===== src/gsi_params.svh =====
// register offsets, field positions and reset values of the interrupt logic
`ifndef GSI_PARAMS_SVH
`define GSI_PARAMS_SVH

`define GSI_OFF_P0_IEN      12'h004
`define GSI_OFF_P1_IEN      12'h005
`define GSI_OFF_POL0        12'h008
`define GSI_OFF_POL1        12'h009
`define GSI_OFF_GIEN        12'h020
`define GSI_OFF_PEND        12'h040
`define GSI_OFF_VECT        12'h044
`define GSI_OFF_ACK         12'h048
`define GSI_OFF_PINS        12'h04C
`define GSI_IEN_RESET       8'h00
`define GSI_GIEN_RESET      8'h00
`define GSI_GIEN_MASK       8'hDE
`define GSI_BIT_T128        1
`define GSI_BIT_T1024       2
`define GSI_BIT_EP0         3
`define GSI_BIT_EP1         4
`define GSI_BIT_GPIO        6
`define GSI_BIT_WAKE        7
`define GSI_LVL_GPIO        6
`define GSI_LVL_WAKE        7
`define GSI_RESP_OKAY       2'b00
`define GSI_RESP_SLVERR     2'b10

`endif


===== src/gsi_pkg.sv =====
// types of the interrupt logic
package gsi_pkg;
    typedef enum logic [1:0] {GSI_IDLE, GSI_CLR_PEND, GSI_CALL} gsi_ack_t;
    typedef logic [7:0] gsi_byte_t;
endpackage


===== src/gsi_irq_ctrl.sv =====
// gpio and source interrupt logic with priority encoder and axi4-lite slave
// ----------------------------------------------------------------
// Functional notes
// - polarity bit one selects rising edge trigger, zero selects falling edge
// - each pin interrupt is gated by its own enable bit
// - pin enable registers at 0x04 and 0x05, write only, reset to zero
// - OR of enabled pin detections; its rising edge sets the gpio flip-flop
// - gpio flip-flop is gated by global gpio enable before the encoder
// - gpio acknowledge clears gpio flip-flop and global gpio enable
// - no new gpio event until the OR output falls again
// - clearing and resetting an enable on an active pin gives a new event
// - no priority among pins; pin enables unchanged by acknowledge
// - eight fixed levels, vectors two bytes apart, zero highest
// - endpoint 0 event raises interrupt, masked by global bit 3
// - endpoint 1 acknowledged transmit raises interrupt, masked by bit 4
// - timer interrupts masked by global bits 1 and 2
// - rising wake pin latches wake-up interrupt, masked by bit 7
// - each source held pending until serviced or reset; enabled ones request
// - service clears global enables, then pending latch, then calls vector
// - global enable register at 0x20, one enables, resets to zero
// - pending sampled at instruction end; highest enabled request serviced
// ----------------------------------------------------------------
//
// Design decision made here: register access over AXI4-Lite.
`include "gsi_params.svh"

module gsi_irq_ctrl
(
    // clock and reset
    input  wire logic        mclk,
    input  wire logic        reset_n,
    // axi4-lite write address
    input  wire logic [11:0] s_axi_awaddr,
    input  wire logic        s_axi_awvalid,
    output logic             s_axi_awready,
    // axi4-lite write data
    input  wire logic [31:0] s_axi_wdata,
    input  wire logic [3:0]  s_axi_wstrb,
    input  wire logic        s_axi_wvalid,
    output logic             s_axi_wready,
    // axi4-lite write response
    output logic [1:0]       s_axi_bresp,
    output logic             s_axi_bvalid,
    input  wire logic        s_axi_bready,
    // axi4-lite read address
    input  wire logic [11:0] s_axi_araddr,
    input  wire logic        s_axi_arvalid,
    output logic             s_axi_arready,
    // axi4-lite read data
    output logic [31:0]      s_axi_rdata,
    output logic [1:0]       s_axi_rresp,
    output logic             s_axi_rvalid,
    input  wire logic        s_axi_rready,
    // port pins
    input  wire logic [7:0]  port0Pins,
    input  wire logic [7:0]  port1Pins,
    input  wire logic        wakePin,
    // source events from timers and usb engine
    input  wire logic        timer128Event,
    input  wire logic        timer1024Event,
    input  wire logic        ep0RxAccepted,
    input  wire logic        ep0TxAcked,
    input  wire logic        ep1TxAcked,
    // core side
    input  wire logic        instrLastClk,
    output logic             irqValid,
    output logic [7:0]       irqVector,
    output logic             callStrobe,
    output logic [7:0]       callVector
);

    // ----------------------------------------------------------------
    // functions
    // ----------------------------------------------------------------
    function automatic logic [7:0] pinDetect(input logic [7:0] pins, input logic [7:0] pol);
        pinDetect = ~(pins ^ pol);
    endfunction

    function automatic logic [7:0] byteLane(input logic [31:0] d, input logic [3:0] s, input logic [7:0] old);
        byteLane = s[0] ? d[7:0] : old;
    endfunction

    // register index to byte address, one aligned word per register
    function automatic logic [11:0] regAddr(input logic [11:0] idx);
        regAddr = {idx[9:0], 2'b00};
    endfunction

    // ----------------------------------------------------------------
    // input synchronisers
    // ----------------------------------------------------------------
    logic [16:0] syncA;
    logic [16:0] syncB;

    always_ff @(posedge mclk or negedge reset_n)
    begin
        if (!reset_n)
        begin
            syncA <= 17'h0_0000;
            syncB <= 17'h0_0000;
        end
        else
        begin
            syncA <= {wakePin, port1Pins, port0Pins};
            syncB <= syncA;
        end
    end

    // ----------------------------------------------------------------
    // registers
    // ----------------------------------------------------------------
    gsi_pkg::gsi_byte_t port0_pin_irq_enable;
    gsi_pkg::gsi_byte_t port1_pin_irq_enable;
    gsi_pkg::gsi_byte_t polarity0;
    gsi_pkg::gsi_byte_t polarity1;
    gsi_pkg::gsi_byte_t globalEnable;
    logic [7:0]         pending;
    logic               gpioOrPrev;
    logic               wakePrev;
    gsi_pkg::gsi_ack_t  ackState;
    logic [2:0]         ackLevel;
    logic               swAck;
    logic               wrFire;

    logic               awHeld;
    logic               wHeld;
    logic [11:0]        awAddr;
    logic [31:0]        wData;
    logic [3:0]         wStrb;

    // ----------------------------------------------------------------
    // gpio detection
    // ----------------------------------------------------------------
    logic [15:0] pinTrig;
    logic        gpioOr;
    logic        gpioRise;
    logic        wakeRise;

    assign pinTrig  = {pinDetect(syncB[15:8], polarity1), pinDetect(syncB[7:0], polarity0)}
                    & {port1_pin_irq_enable, port0_pin_irq_enable};
    assign gpioOr   = |pinTrig;
    assign gpioRise = gpioOr & ~gpioOrPrev;
    assign wakeRise = syncB[16] & ~wakePrev;

    always_ff @(posedge mclk or negedge reset_n)
    begin
        if (!reset_n)
        begin
            gpioOrPrev <= 1'b0;
            wakePrev   <= 1'b0;
        end
        else
        begin
            gpioOrPrev <= gpioOr;
            wakePrev   <= syncB[16];
        end
    end

    // ----------------------------------------------------------------
    // pending latches and priority encoder
    // ----------------------------------------------------------------
    logic [7:0] setEvents;
    logic [7:0] requests;
    logic [2:0] winLevel;
    logic       anyReq;

    assign setEvents = {wakeRise, gpioRise, 1'b0, ep1TxAcked, ep0RxAccepted | ep0TxAcked,
                        timer1024Event, timer128Event, 1'b0};
    assign requests  = pending & globalEnable & `GSI_GIEN_MASK;

    always_comb
    begin
        winLevel = 3'd0;
        anyReq   = 1'b0;
        for (int i = 7; i >= 0; i--)
        begin
            if (requests[i])
            begin
                winLevel = i[2:0];
                anyReq   = 1'b1;
            end
        end
    end

    always_ff @(posedge mclk or negedge reset_n)
    begin
        if (!reset_n)
        begin
            pending <= 8'h00;
        end
        else
        begin
            for (int i = 0; i < 8; i++)
            begin
                if (setEvents[i])
                begin
                    pending[i] <= 1'b1;
                end
                else if (ackState == gsi_pkg::GSI_CLR_PEND && ackLevel == i[2:0])
                begin
                    pending[i] <= 1'b0;
                end
            end
        end
    end

    always_ff @(posedge mclk or negedge reset_n)
    begin
        if (!reset_n)
        begin
            irqValid  <= 1'b0;
            irqVector <= 8'h00;
        end
        else
        begin
            irqValid  <= anyReq;
            irqVector <= {4'h0, winLevel, 1'b0};
        end
    end

    // ----------------------------------------------------------------
    // acknowledge sequence
    // ----------------------------------------------------------------
    always_ff @(posedge mclk or negedge reset_n)
    begin
        if (!reset_n)
        begin
            ackState   <= gsi_pkg::GSI_IDLE;
            ackLevel   <= 3'd0;
            callStrobe <= 1'b0;
            callVector <= 8'h00;
        end
        else
        begin
            callStrobe <= 1'b0;
            case (ackState)
                gsi_pkg::GSI_IDLE:
                begin
                    if ((instrLastClk || swAck) && anyReq)
                    begin
                        ackLevel <= winLevel;
                        ackState <= gsi_pkg::GSI_CLR_PEND;
                    end
                end
                gsi_pkg::GSI_CLR_PEND:
                begin
                    ackState <= gsi_pkg::GSI_CALL;
                end
                gsi_pkg::GSI_CALL:
                begin
                    callStrobe <= 1'b1;
                    callVector <= {4'h0, ackLevel, 1'b0};
                    ackState   <= gsi_pkg::GSI_IDLE;
                end
                default:
                begin
                    ackState <= gsi_pkg::GSI_IDLE;
                end
            endcase
        end
    end

    // ----------------------------------------------------------------
    // axi4-lite write channel
    // ----------------------------------------------------------------
    assign wrFire = awHeld && wHeld && !s_axi_bvalid;

    always_ff @(posedge mclk or negedge reset_n)
    begin
        if (!reset_n)
        begin
            awHeld        <= 1'b0;
            wHeld         <= 1'b0;
            awAddr        <= 12'h000;
            wData         <= 32'h0000_0000;
            wStrb         <= 4'h0;
            s_axi_awready <= 1'b0;
            s_axi_wready  <= 1'b0;
            s_axi_bvalid  <= 1'b0;
            s_axi_bresp   <= `GSI_RESP_OKAY;
        end
        else
        begin
            s_axi_awready <= !awHeld && !s_axi_awready && s_axi_awvalid;
            s_axi_wready  <= !wHeld && !s_axi_wready && s_axi_wvalid;
            if (s_axi_awvalid && s_axi_awready)
            begin
                awHeld <= 1'b1;
                awAddr <= s_axi_awaddr;
            end
            if (s_axi_wvalid && s_axi_wready)
            begin
                wHeld <= 1'b1;
                wData <= s_axi_wdata;
                wStrb <= s_axi_wstrb;
            end
            if (wrFire)
            begin
                awHeld       <= 1'b0;
                wHeld        <= 1'b0;
                s_axi_bvalid <= 1'b1;
                if (awAddr == regAddr(`GSI_OFF_P0_IEN) || awAddr == regAddr(`GSI_OFF_P1_IEN)
                    || awAddr == regAddr(`GSI_OFF_POL0) || awAddr == regAddr(`GSI_OFF_POL1)
                    || awAddr == regAddr(`GSI_OFF_GIEN) || awAddr == regAddr(`GSI_OFF_ACK))
                begin
                    s_axi_bresp <= `GSI_RESP_OKAY;
                end
                else
                begin
                    s_axi_bresp <= `GSI_RESP_SLVERR;
                end
            end
            else if (s_axi_bvalid && s_axi_bready)
            begin
                s_axi_bvalid <= 1'b0;
            end
        end
    end

    // ----------------------------------------------------------------
    // register writes
    // ----------------------------------------------------------------
    always_ff @(posedge mclk or negedge reset_n)
    begin
        if (!reset_n)
        begin
            port0_pin_irq_enable <= `GSI_IEN_RESET;
            port1_pin_irq_enable <= `GSI_IEN_RESET;
            polarity0            <= `GSI_IEN_RESET;
            polarity1            <= `GSI_IEN_RESET;
            swAck                <= 1'b0;
        end
        else
        begin
            swAck <= wrFire && awAddr == regAddr(`GSI_OFF_ACK) && wStrb[0] && wData[0];
            if (wrFire)
            begin
                if (awAddr == regAddr(`GSI_OFF_P0_IEN))
                begin
                    port0_pin_irq_enable <= byteLane(wData, wStrb, port0_pin_irq_enable);
                end
                else if (awAddr == regAddr(`GSI_OFF_P1_IEN))
                begin
                    port1_pin_irq_enable <= byteLane(wData, wStrb, port1_pin_irq_enable);
                end
                else if (awAddr == regAddr(`GSI_OFF_POL0))
                begin
                    polarity0 <= byteLane(wData, wStrb, polarity0);
                end
                else if (awAddr == regAddr(`GSI_OFF_POL1))
                begin
                    polarity1 <= byteLane(wData, wStrb, polarity1);
                end
            end
        end
    end

    always_ff @(posedge mclk or negedge reset_n)
    begin
        if (!reset_n)
        begin
            globalEnable <= `GSI_GIEN_RESET;
        end
        else if (ackState == gsi_pkg::GSI_IDLE && (instrLastClk || swAck) && anyReq)
        begin
            globalEnable <= 8'h00;
        end
        else if (wrFire && awAddr == regAddr(`GSI_OFF_GIEN))
        begin
            globalEnable <= byteLane(wData, wStrb, globalEnable) & `GSI_GIEN_MASK;
        end
    end

    // ----------------------------------------------------------------
    // axi4-lite read channel
    // ----------------------------------------------------------------
    always_ff @(posedge mclk or negedge reset_n)
    begin
        if (!reset_n)
        begin
            s_axi_arready <= 1'b0;
            s_axi_rvalid  <= 1'b0;
            s_axi_rdata   <= 32'h0000_0000;
            s_axi_rresp   <= `GSI_RESP_OKAY;
        end
        else
        begin
            s_axi_arready <= !s_axi_arready && !s_axi_rvalid && s_axi_arvalid;
            if (s_axi_arvalid && s_axi_arready)
            begin
                s_axi_rvalid <= 1'b1;
                s_axi_rresp  <= `GSI_RESP_OKAY;
                if (s_axi_araddr == regAddr(`GSI_OFF_GIEN))
                begin
                    s_axi_rdata <= {24'h00_0000, globalEnable};
                end
                else if (s_axi_araddr == regAddr(`GSI_OFF_PEND))
                begin
                    s_axi_rdata <= {24'h00_0000, pending};
                end
                else if (s_axi_araddr == regAddr(`GSI_OFF_VECT))
                begin
                    s_axi_rdata <= {23'h00_0000, irqValid, irqVector};
                end
                else if (s_axi_araddr == regAddr(`GSI_OFF_PINS))
                begin
                    s_axi_rdata <= {15'h0000, syncB};
                end
                else
                begin
                    s_axi_rdata <= 32'h0000_0000;
                    s_axi_rresp <= `GSI_RESP_SLVERR;
                end
            end
            else if (s_axi_rvalid && s_axi_rready)
            begin
                s_axi_rvalid <= 1'b0;
            end
        end
    end

endmodule


===== config.mk =====
export PLATFORM = sky130hd
export DESIGN_NAME = gsi_irq_ctrl
export DESIGN_NICKNAME = d
export VERILOG_FILES = /design/src/gsi_pkg.sv /design/src/gsi_irq_ctrl.sv
export VERILOG_INCLUDE_DIRS = /design/src /design/src/src
export SDC_FILE = /design/constraint.sdc
export NUM_CORES = 1
export LEC_CHECK = 0
export BUFFER_PORTS_ARGS = -buffer_cell sky130_fd_sc_hd__buf_2
export CAP_MARGIN = 20
export CORE_MARGIN = 4
export CORE_UTILIZATION = 50
export CTS_CLUSTER_DIAMETER = 120
export DETAILED_ROUTE_END_ITERATION = 10
export PLACE_DENSITY = 0.76
export SETUP_SLACK_MARGIN = 0.15
export SLEW_MARGIN = 20
export SYNTH_ARGS = -nofsm -noshare
export SYNTH_HDL_FRONTEND = slang
export SYNTH_SLANG_ARGS = --single-unit

===== constraint.sdc =====
create_clock -name mclk -period 2.6 [get_ports mclk]
set_input_delay 0.13 -clock mclk [delete_from_list [all_inputs] [get_ports mclk]]
set_output_delay 0.13 -clock mclk [all_outputs]
set_load 0.05 [all_outputs]

==> results of run 1 <==
worst reg2reg max path: stages, from the launching register on:
cell and delay [ns]:
dfrtp_1 0.40, nand3b_1 0.21, nor4_1 0.32, nand2_1 0.19
nor4_4 0.61, mux2_2 0.42
cell usage after synthesis (8+ instances only):
cell	instances	area share [%]
a21oi_1	15	1.3
a22o_1	11	1.7
a22oi_1	9	1.2
buf_4	27	3.6
dfrtp_1	141	62
inv_1	8	0.53
mux2_2	58	12
nand2_1	36	2.4
nand3_1	11	0.97
nor2_1	17	1.1
o21ai_0	15	1.3
xnor2_1	16	2.5
registers in the layout, summed over array words and instances, names as in the netlist, 2 cells and up:
signal and cells:
polarity0 8, callVector 3, port0_pin_irq_enable 8, polarity1 8, awAddr 12, syncB 17, wData 8, irqVector 3
pending 6, syncA 17, ackLevel 3, globalEnable 6, ackState 2, s_axi_rdata 17, port1_pin_irq_enable 8
power breakdown:
| group | switching [W] | internal [W] | total, W |
|---|---|---|---|
| combinational | 0.000749 | 0.000478 | 0.00123 |
| sequential | 0.000404 | 0.00254 | 0.00294 |
| clock | 0.000864 | 0.00168 | 0.00254 |
how the worst max path moves through the flow:
stage,to,depth (start not counted),slack [ns]
final,polarity1[3],5,0.33
after global routing,polarity1[3],5,0.18
after CTS,polarity1[3],5,0.33
after detailed placement,polarity1[5],5,0.36
after global placement,polarity1[5],5,0.44
after floorplan,polarity1[0],5,0.47
cells in the final DEF (no fill, tap or decap), types with 6 or more instances in the layout:
| cell type | n |
|---|---|
| nand2_1 | 36 |
| nand2b_1 | 6 |
| o21ai_0 | 15 |
| a21oi_1 | 15 |
| dfrtp_1 | 141 |
| a22oi_1 | 9 |
| nand3_1 | 11 |
| buf_2 | 93 |
| clkbuf_16 | 17 |
| conb_1 | 27 |
| mux2_2 | 58 |
| a22o_1 | 11 |
| inv_1 | 8 |
| xnor2_1 | 16 |
| nor2_1 | 17 |
| dlygate4sd3_1 | 49 |
layer usage:
metal | share of wire, % | GRT usage (%)
met4 | 1.8 | 7.047
met2 | 50 | 31.63
met1 | 42 | 24.02
met5 | 0 | 0
met3 | 6.2 | 4.863
final cells by class:
type	count	share of cell area, %
inverter	8	0.4086
multi-input combinational	279	26.94
timing repair buffer	146	13.64
tap	140	2.384
clock buffer	21	6.402
sequential	141	48.02
clock inverter	10	2.214
stage by stage:
step / std cells / utilization (%) / hold slack (ns) / setup slack (ns)
2_1_floorplan: 464 / - / -0.1656 / 0.4706
3_3_place_gp: 665 / 56.68 / 0.1591 / 0.4387
3_5_place_dp: 665 / 56.68 / 0.1599 / 0.3634
4_1_cts: 745 / 66.91 / 0.05640 / 0.3292
5_1_grt: 745 / 66.91 / 0.1047 / 0.1810
6_report: 745 / 66.91 / 0.07579 / 0.3304
cell families after synthesis:
kind of cell / after synthesis / share of synthesized area (%)
DFF: 141 / 62.14
other: 1 / 0.06605
muxes: 59 / 11.70
buffers and inverters: 44 / 4.716
AOI/OAI and AO/OA: 71 / 8.396
and+or+nand+nor: 106 / 10.51
xor gates and xnor gates: 16 / 2.468
==> results list, run 1 <==
- The flow ran to the end, and the final reports show no timing, DRC or antenna violations.
- Together, buffers and inverters on the worst path number 0.
- Input and output buffers added on the ports amount to 94.
* Cell Chain, Critical Path: nand3b_1 > nor4_1 > nand2_1 > nor4_4 > mux2_2
- Die boundary width: 114.6 um
- Clock Tree Buf Depth: 2
- The layout has 815 filler cells.
- Counting distinct cell types in the post-synthesis netlist gives 46.
* Final period utilization: 87.29%
- TritonCTS built the clock tree.
* Data arrival time of the critical path: 2.56 ns
- The first TritonRoute pass finished after 7 iterations.
* Final design instance area without fill: 0.007348 mm2
- Kind of cell adding the most delay to the critical path: simple AND/OR/NAND/NOR gates
- 0 antenna diodes ended up in the layout.
- The final layout contains 683 nets.
* Worst min-delay path class: in -> reg
- Synthesized instance count: 438
- The total count of max-transition violations in the final report came to 0.
- In this run the critical register-to-register path is launched from s_axi_bvalid.
- Setup repair after global routing missed its margin: no
* Post-Syn Area per Cell: 12.96 um2
- The worst hold path was traced through 3 stages.
- Area after detailed placement: 0.006225 mm2
- IR drop worst, VDD: 0.5320 mV
- The worst path needs 2.270 ns of the cycle, external delays included.
- Max H-tree Level: 4
* Effective utilization at floorplan: 51.70%
* Area used by multi-input combinational logic: 0.001979 mm2
* Maximum operating frequency: 440.6 MHz
- Worst Skew: 0.006436 ns
- Worst Hold End: s_axi_rdata[8]
* Number of synthesized flops with an enable pin: 0
- The worst register-to-register path ends at polarity1[3].
* Setup Total Neg Slack: 0 ns
* Pin count of the biggest net entering global routing: 67
- The worst hold path begins at s_axi_araddr[4].
- Share of final-layout standard cells stronger than drive strength 1: 31.90%
- In this run the worst path has a maximum fanout of 8.
- Post-CTS repair changed the size of 0 cells.
* Number of warning messages in the yosys log: 0
- HPWL after detailed placement: 8.322 mm
- The core region is 0.01098 mm2.
- The number of hold buffers added after CTS was 49.
- In this run, CTS created clock tree buffers numbering 17.
* Headroom to the max-slew limit: 43.06%
* Total of endpoints with negative setup slack in the final report: 0
- CTS clock-pin slew for the worst setup and hold paths: 0.05 ns
- IO Pins: 149
- Crit path from: s_axi_bvalid
* Via count of the first global-routing pass: 3982
- The routed layout has 3841 vias.
- Worst-margin pin slew: 0.8422 ns
* Category of the most critical setup path: reg -> reg
* Drt wl/cell: 15.88 um
- The later pin in the worst-skew pair is clocked with a latency of 0.41 ns.
- The final count of hold timing violations is 0.
* Flop2flop setup slack: 0.33 ns
* Iter 0 DRT Violations: 234
- Post-route antenna net violation count: 0
* Worst Reg2Reg Path Length in Cells: 5
- The die covers 0.01313 mm2.
- The tree is rooted in a clkbuf_16.
- Element type at the critical path end: register
- After synthesis, flip-flops and latches occupy 62.14% of the total area.
- Global-route wire length before repair: 19.31 mm
* Routed vias/inst: 5.156
* Setup Fix Bufs, Post-CTS: 0
- Leakage component of the power: 3.491 nW
- Global routing usage summed across all routing layers: 19.01%
- Required time of the worst setup path: 2.89 ns
* Max-Cap Viols: 0
- At the end of routability-driven placement, the weighted congestion stood at 0.8472.
- Vert. Die Dim: 114.6 um
* Post-layout total power: 0.006711 W
* Area of the mapped netlist: 0.005678 mm2
* Wire length reported by the detailed router: 11.83 mm
* Area occupied by registers: 0.003528 mm2
* FF+latch count, synth: 141
- The tree built by TritonCTS fans out to 141 sinks.
- Worst path slowest cell: nor4_4
- The total overflow left after global routing is 0.
- Of all flip-flops after synthesis, the portion carrying an async set or reset was 100.0%.
* Power density normalized to cell area: 913.2 mW/mm2
- Maximum cell stage delay along the critical path: 0.61 ns
- Number of antenna violations at the first check in global routing: 0
- For this run, design rule violations remaining after detail routing come to 0.
* Syn-to-layout area delta: 29.42%
- Most frequently used flop master after synthesis: dfrtp_1
- Worst setup SP type: register
- Number of placement rows: 38
Power figures use the tool's default switching activity.
==> run 2: changes to the inputs <==
--- a/config.mk
+++ b/config.mk
@@ -6,13 +6,14 @@
 export SDC_FILE = /design/constraint.sdc
 export NUM_CORES = 1
 export LEC_CHECK = 0
+export ABC_AREA = 1
 export BUFFER_PORTS_ARGS = -buffer_cell sky130_fd_sc_hd__buf_2
 export CAP_MARGIN = 20
 export CORE_MARGIN = 4
 export CORE_UTILIZATION = 50
 export CTS_CLUSTER_DIAMETER = 120
 export DETAILED_ROUTE_END_ITERATION = 10
-export PLACE_DENSITY = 0.76
+export PLACE_DENSITY = 0.75
 export SETUP_SLACK_MARGIN = 0.15
 export SLEW_MARGIN = 20
 export SYNTH_ARGS = -nofsm -noshare
==> results list, run 2 <==
- CP most frequent cell: nand2_1
- Worst path slowest cell: dlygate4sd3_1
- Routability-driven placement finished with a final weighted congestion of 0.9099.
- Area of the mapped netlist: 0.006121 mm2
- Die Outline Area: 0.01408 mm2
- Effective utilization at floorplan: 50.96%
- Number of synthesized flops with an enable pin: 0
- Ranked by instance count, the synthesized netlist is headed by 198 x nand2_1, 141 x dfrtp_1, 76 x inv_1.
- Clock tree from TritonCTS: yes
- Leading cell types in the layout, fill and taps excluded: 198 x nand2_1, 141 x dfrtp_1, 93 x buf_2
- Final period utilization: 66.68%
* Worst-margin pin slew: 0.6150 ns
- Worst Skew: 0.005031 ns
- Pre-CTS setup slack: 0.9136 ns
* Clk pwr share: 41.1%
- Cell Chain, Critical Path: nand2_1 > clkinv_1 > nand2_1 > nand2_1 > dlygate4sd3_1
- At the later pin of the worst-skew pair, clock insertion delay measures 0.42 ns.
- The cell sitting at the root of the clock tree is a clkbuf_16.
- Wire length reported by the detailed router: 13.00 mm
- VDD sags by at most 0.6846 mV.
* Number of antenna violations at the first check in global routing: 0
- Headroom to the max-slew limit: 58.87%
- Based on the critical path, the design can be clocked at up to 576.8 MHz.
* Area of the core region: 0.01201 mm2
- For this design the ratio of total power to cell area is 871.1 mW/mm2.
* Biggest regs: s_axi_rdata (17), syncA (17), syncB (17)
* Diodes inserted: 0
- Number of port buffers: 94
- Leakage component of the power: 3.988 nW
* Flop pwr share: 39.9%
- Nets: 919
- PnR worst setup slack: 0.8663 ns
- The analysis attributes to net switching a power of 0.002066 W.
- Via count of the first global-routing pass: 4752
* Outcome: completed
* Maximum cell stage delay along the critical path: 0.55 ns
- Most common cell in the netlist: nand2_1
- Along the worst path, the maximum fanout reaches 18.
- Setup repair after global routing left no endpoint under its margin.
- Routed vias/inst: 4.810
* Iter 0 DRT Violations: 299
- The area growth from synthesis to layout is 27.84%.
- Summed over all failing endpoints, the final setup total negative slack is 0 ns.
- After synthesis, the cell types taking the most area are dfrtp_1 58%, nand2_1 12%, inv_1 4.7%.
- Vert. Die Dim: 118.6 um
- Global routing usage summed across all routing layers: 19.73%
- Worst min-delay path class: in -> reg
* Drt wl/cell: 13.14 um
- Entering global routing, the biggest net connects 65 pins.
* Clock Tree Buf Depth: 2
- Before antenna repair, the detailed router went through 4 iterations.
* Element type at the critical path end: register
- In this run the cell area measured after placement is 0.006633 mm2.
* HPWL after detailed placement: 9.138 mm
- Post-Syn Area per Cell: 9.055 um2
- The library cell used most frequently in the layout, excluding fill and tap cells, is nand2_1.
- Including well taps, the total number of placed cells is 907.
* Proportion of synthesized flip-flops having asynchronous set or reset: 100.0%
* Internal cell power: 0.004750 W
* Share of final-layout standard cells stronger than drive strength 1: 21.14%
* Max H-tree Level: 4
- Total of endpoints with negative setup slack in the final report: 0
- The floorplan step set the die width to 118.6 um.
* Fraction of post-synthesis cell area in the top cell type by area: 57.65%
* Worst setup SP type: register
- Of the total power, the share spent switching nets is 30.32%.
* Sequential share of the synthesized area: 57.65%
- Final count of pins violating max slew: 0
- Clock sink total: 141
- Data on the critical path is required at its endpoint by 2.90 ns.
* Via total after detailed routing: 4757
- Counting flops and latches in the post-synthesis netlist gives 141.
- Most frequently used flop master after synthesis: dfrtp_1
- The cell count after synthesis came out at 676.
* Post-route antenna net violation count: 0
- IO Pins: 149
- Post-route minimum period: 1.734 ns
- Final hold vios: 0
* Global-route wire length before repair: 22.28 mm
- Summing all non-filler instances in the final layout gives an area of 0.007825 mm2.
- Top cell type by total area after synthesis: dfrtp_1
- Max-Cap Viols: 0
- Drt drc: 0
- Synthesis instantiated 33 different standard cells from the library.
* Category of the most critical setup path: reg -> reg
- Combinational power share: 19.0%
- Total global routing overflow: 0
* Data arrival time of the critical path: 2.03 ns
* Number of warning messages in the yosys log: 0
- Total CTS buffers: 17
- Count of placed standard cells in the final layout, fillers left out: 989
- After clock tree synthesis, the clock-pin slew on the worst setup and hold paths is 0.06 ns.
- Number of placement rows: 40
[run 2: routing by layer]
layer / up-vias / wire length (um) / track usage [%] / share of wire [%]
met1: 2209 / 5837 / 25.66 / 45
met5: - / 0 / 0 / 0
met3: 20 / 710 / 4.737 / 5.5
met2: 133 / 6144 / 31.69 / 47
li1: 2395 / - / - / -
met4: 0 / 304 / 8.400 / 2.3
[run 2: per-stage QoR]
stage,power (W),hold slack (ns),util (%)
2_1_floorplan,0.003646,-0.1656,-
3_3_place_gp,0.003929,0.1536,55.22
3_5_place_dp,0.003977,0.1645,55.22
4_1_cts,0.006865,0.1730,65.15
5_1_grt,0.007131,0.2272,65.15
6_report,0.006817,0.1859,65.15
[run 2: final timing paths]
| check | startpoint | end | slack [ns] | cells after the start |
|---|---|---|---|---|
| worst max-delay path | s_axi_wready | wStrb[0] | 0.87 | 5 |
| max in group asynchronous | reset_n | s_axi_rvalid | 1.63 | 3 |
| worst min register to register | syncA[2] | syncB[2] | 0.35 | 0 |
| worst max register to register | s_axi_wready | wStrb[0] | 0.87 | 5 |
| min in group asynchronous | reset_n | callStrobe | 0.27 | 2 |
| worst min-delay path | s_axi_araddr[8] | s_axi_rdata[7] | 0.19 | 6 |
[run 2: timing repair]
| action | 4_1_cts | 5_1_grt |
|---|---|---|
| hold endpoints to repair | 108 | 0 |
| hold buffers | 50 | 0 |
| resized for setup | 0 | 0 |
| setup buffers | 0 | 0 |
[run 2: layout make-up]
type,count,area (um2)
clock buffer,17,425.4
clock inverter,15,266.5
fill,963,4187
inverter,82,309.0
multi-input combinational,439,2092
sequential,141,3528
tap,147,183.9
timing repair buffer,148,1020
[run 2: kinds of logic after synthesis]
| family | count (synthesis) | synth area share [%] |
|---|---|---|
| AO/OA/AOI/OAI | 89 | 8.994 |
| buffers and inverters | 122 | 9.771 |
| flip-flops | 141 | 57.65 |
| other | 1 | 0.06127 |
| AND/OR/NAND/NOR | 323 | 23.53 |
[run 2: power groups by stage]
stage	registers, W	logic, W	clock network (W)
after CTS	0.00271	0.00131	0.00285
after floorplan	0.00291	0.000739	0
after global routing	0.00275	0.00144	0.00295
after global placement	0.00273	0.00120	0
after detailed placement	0.00275	0.00123	0
final	0.00272	0.00130	0.00280
[run 2: critical path, delay by kind of cell (launching register included)]
kind / cells / cell delay [ns]
flops: 1 / 0.40
buf+inv: 2 / 0.89
simple gates: 3 / 0.32
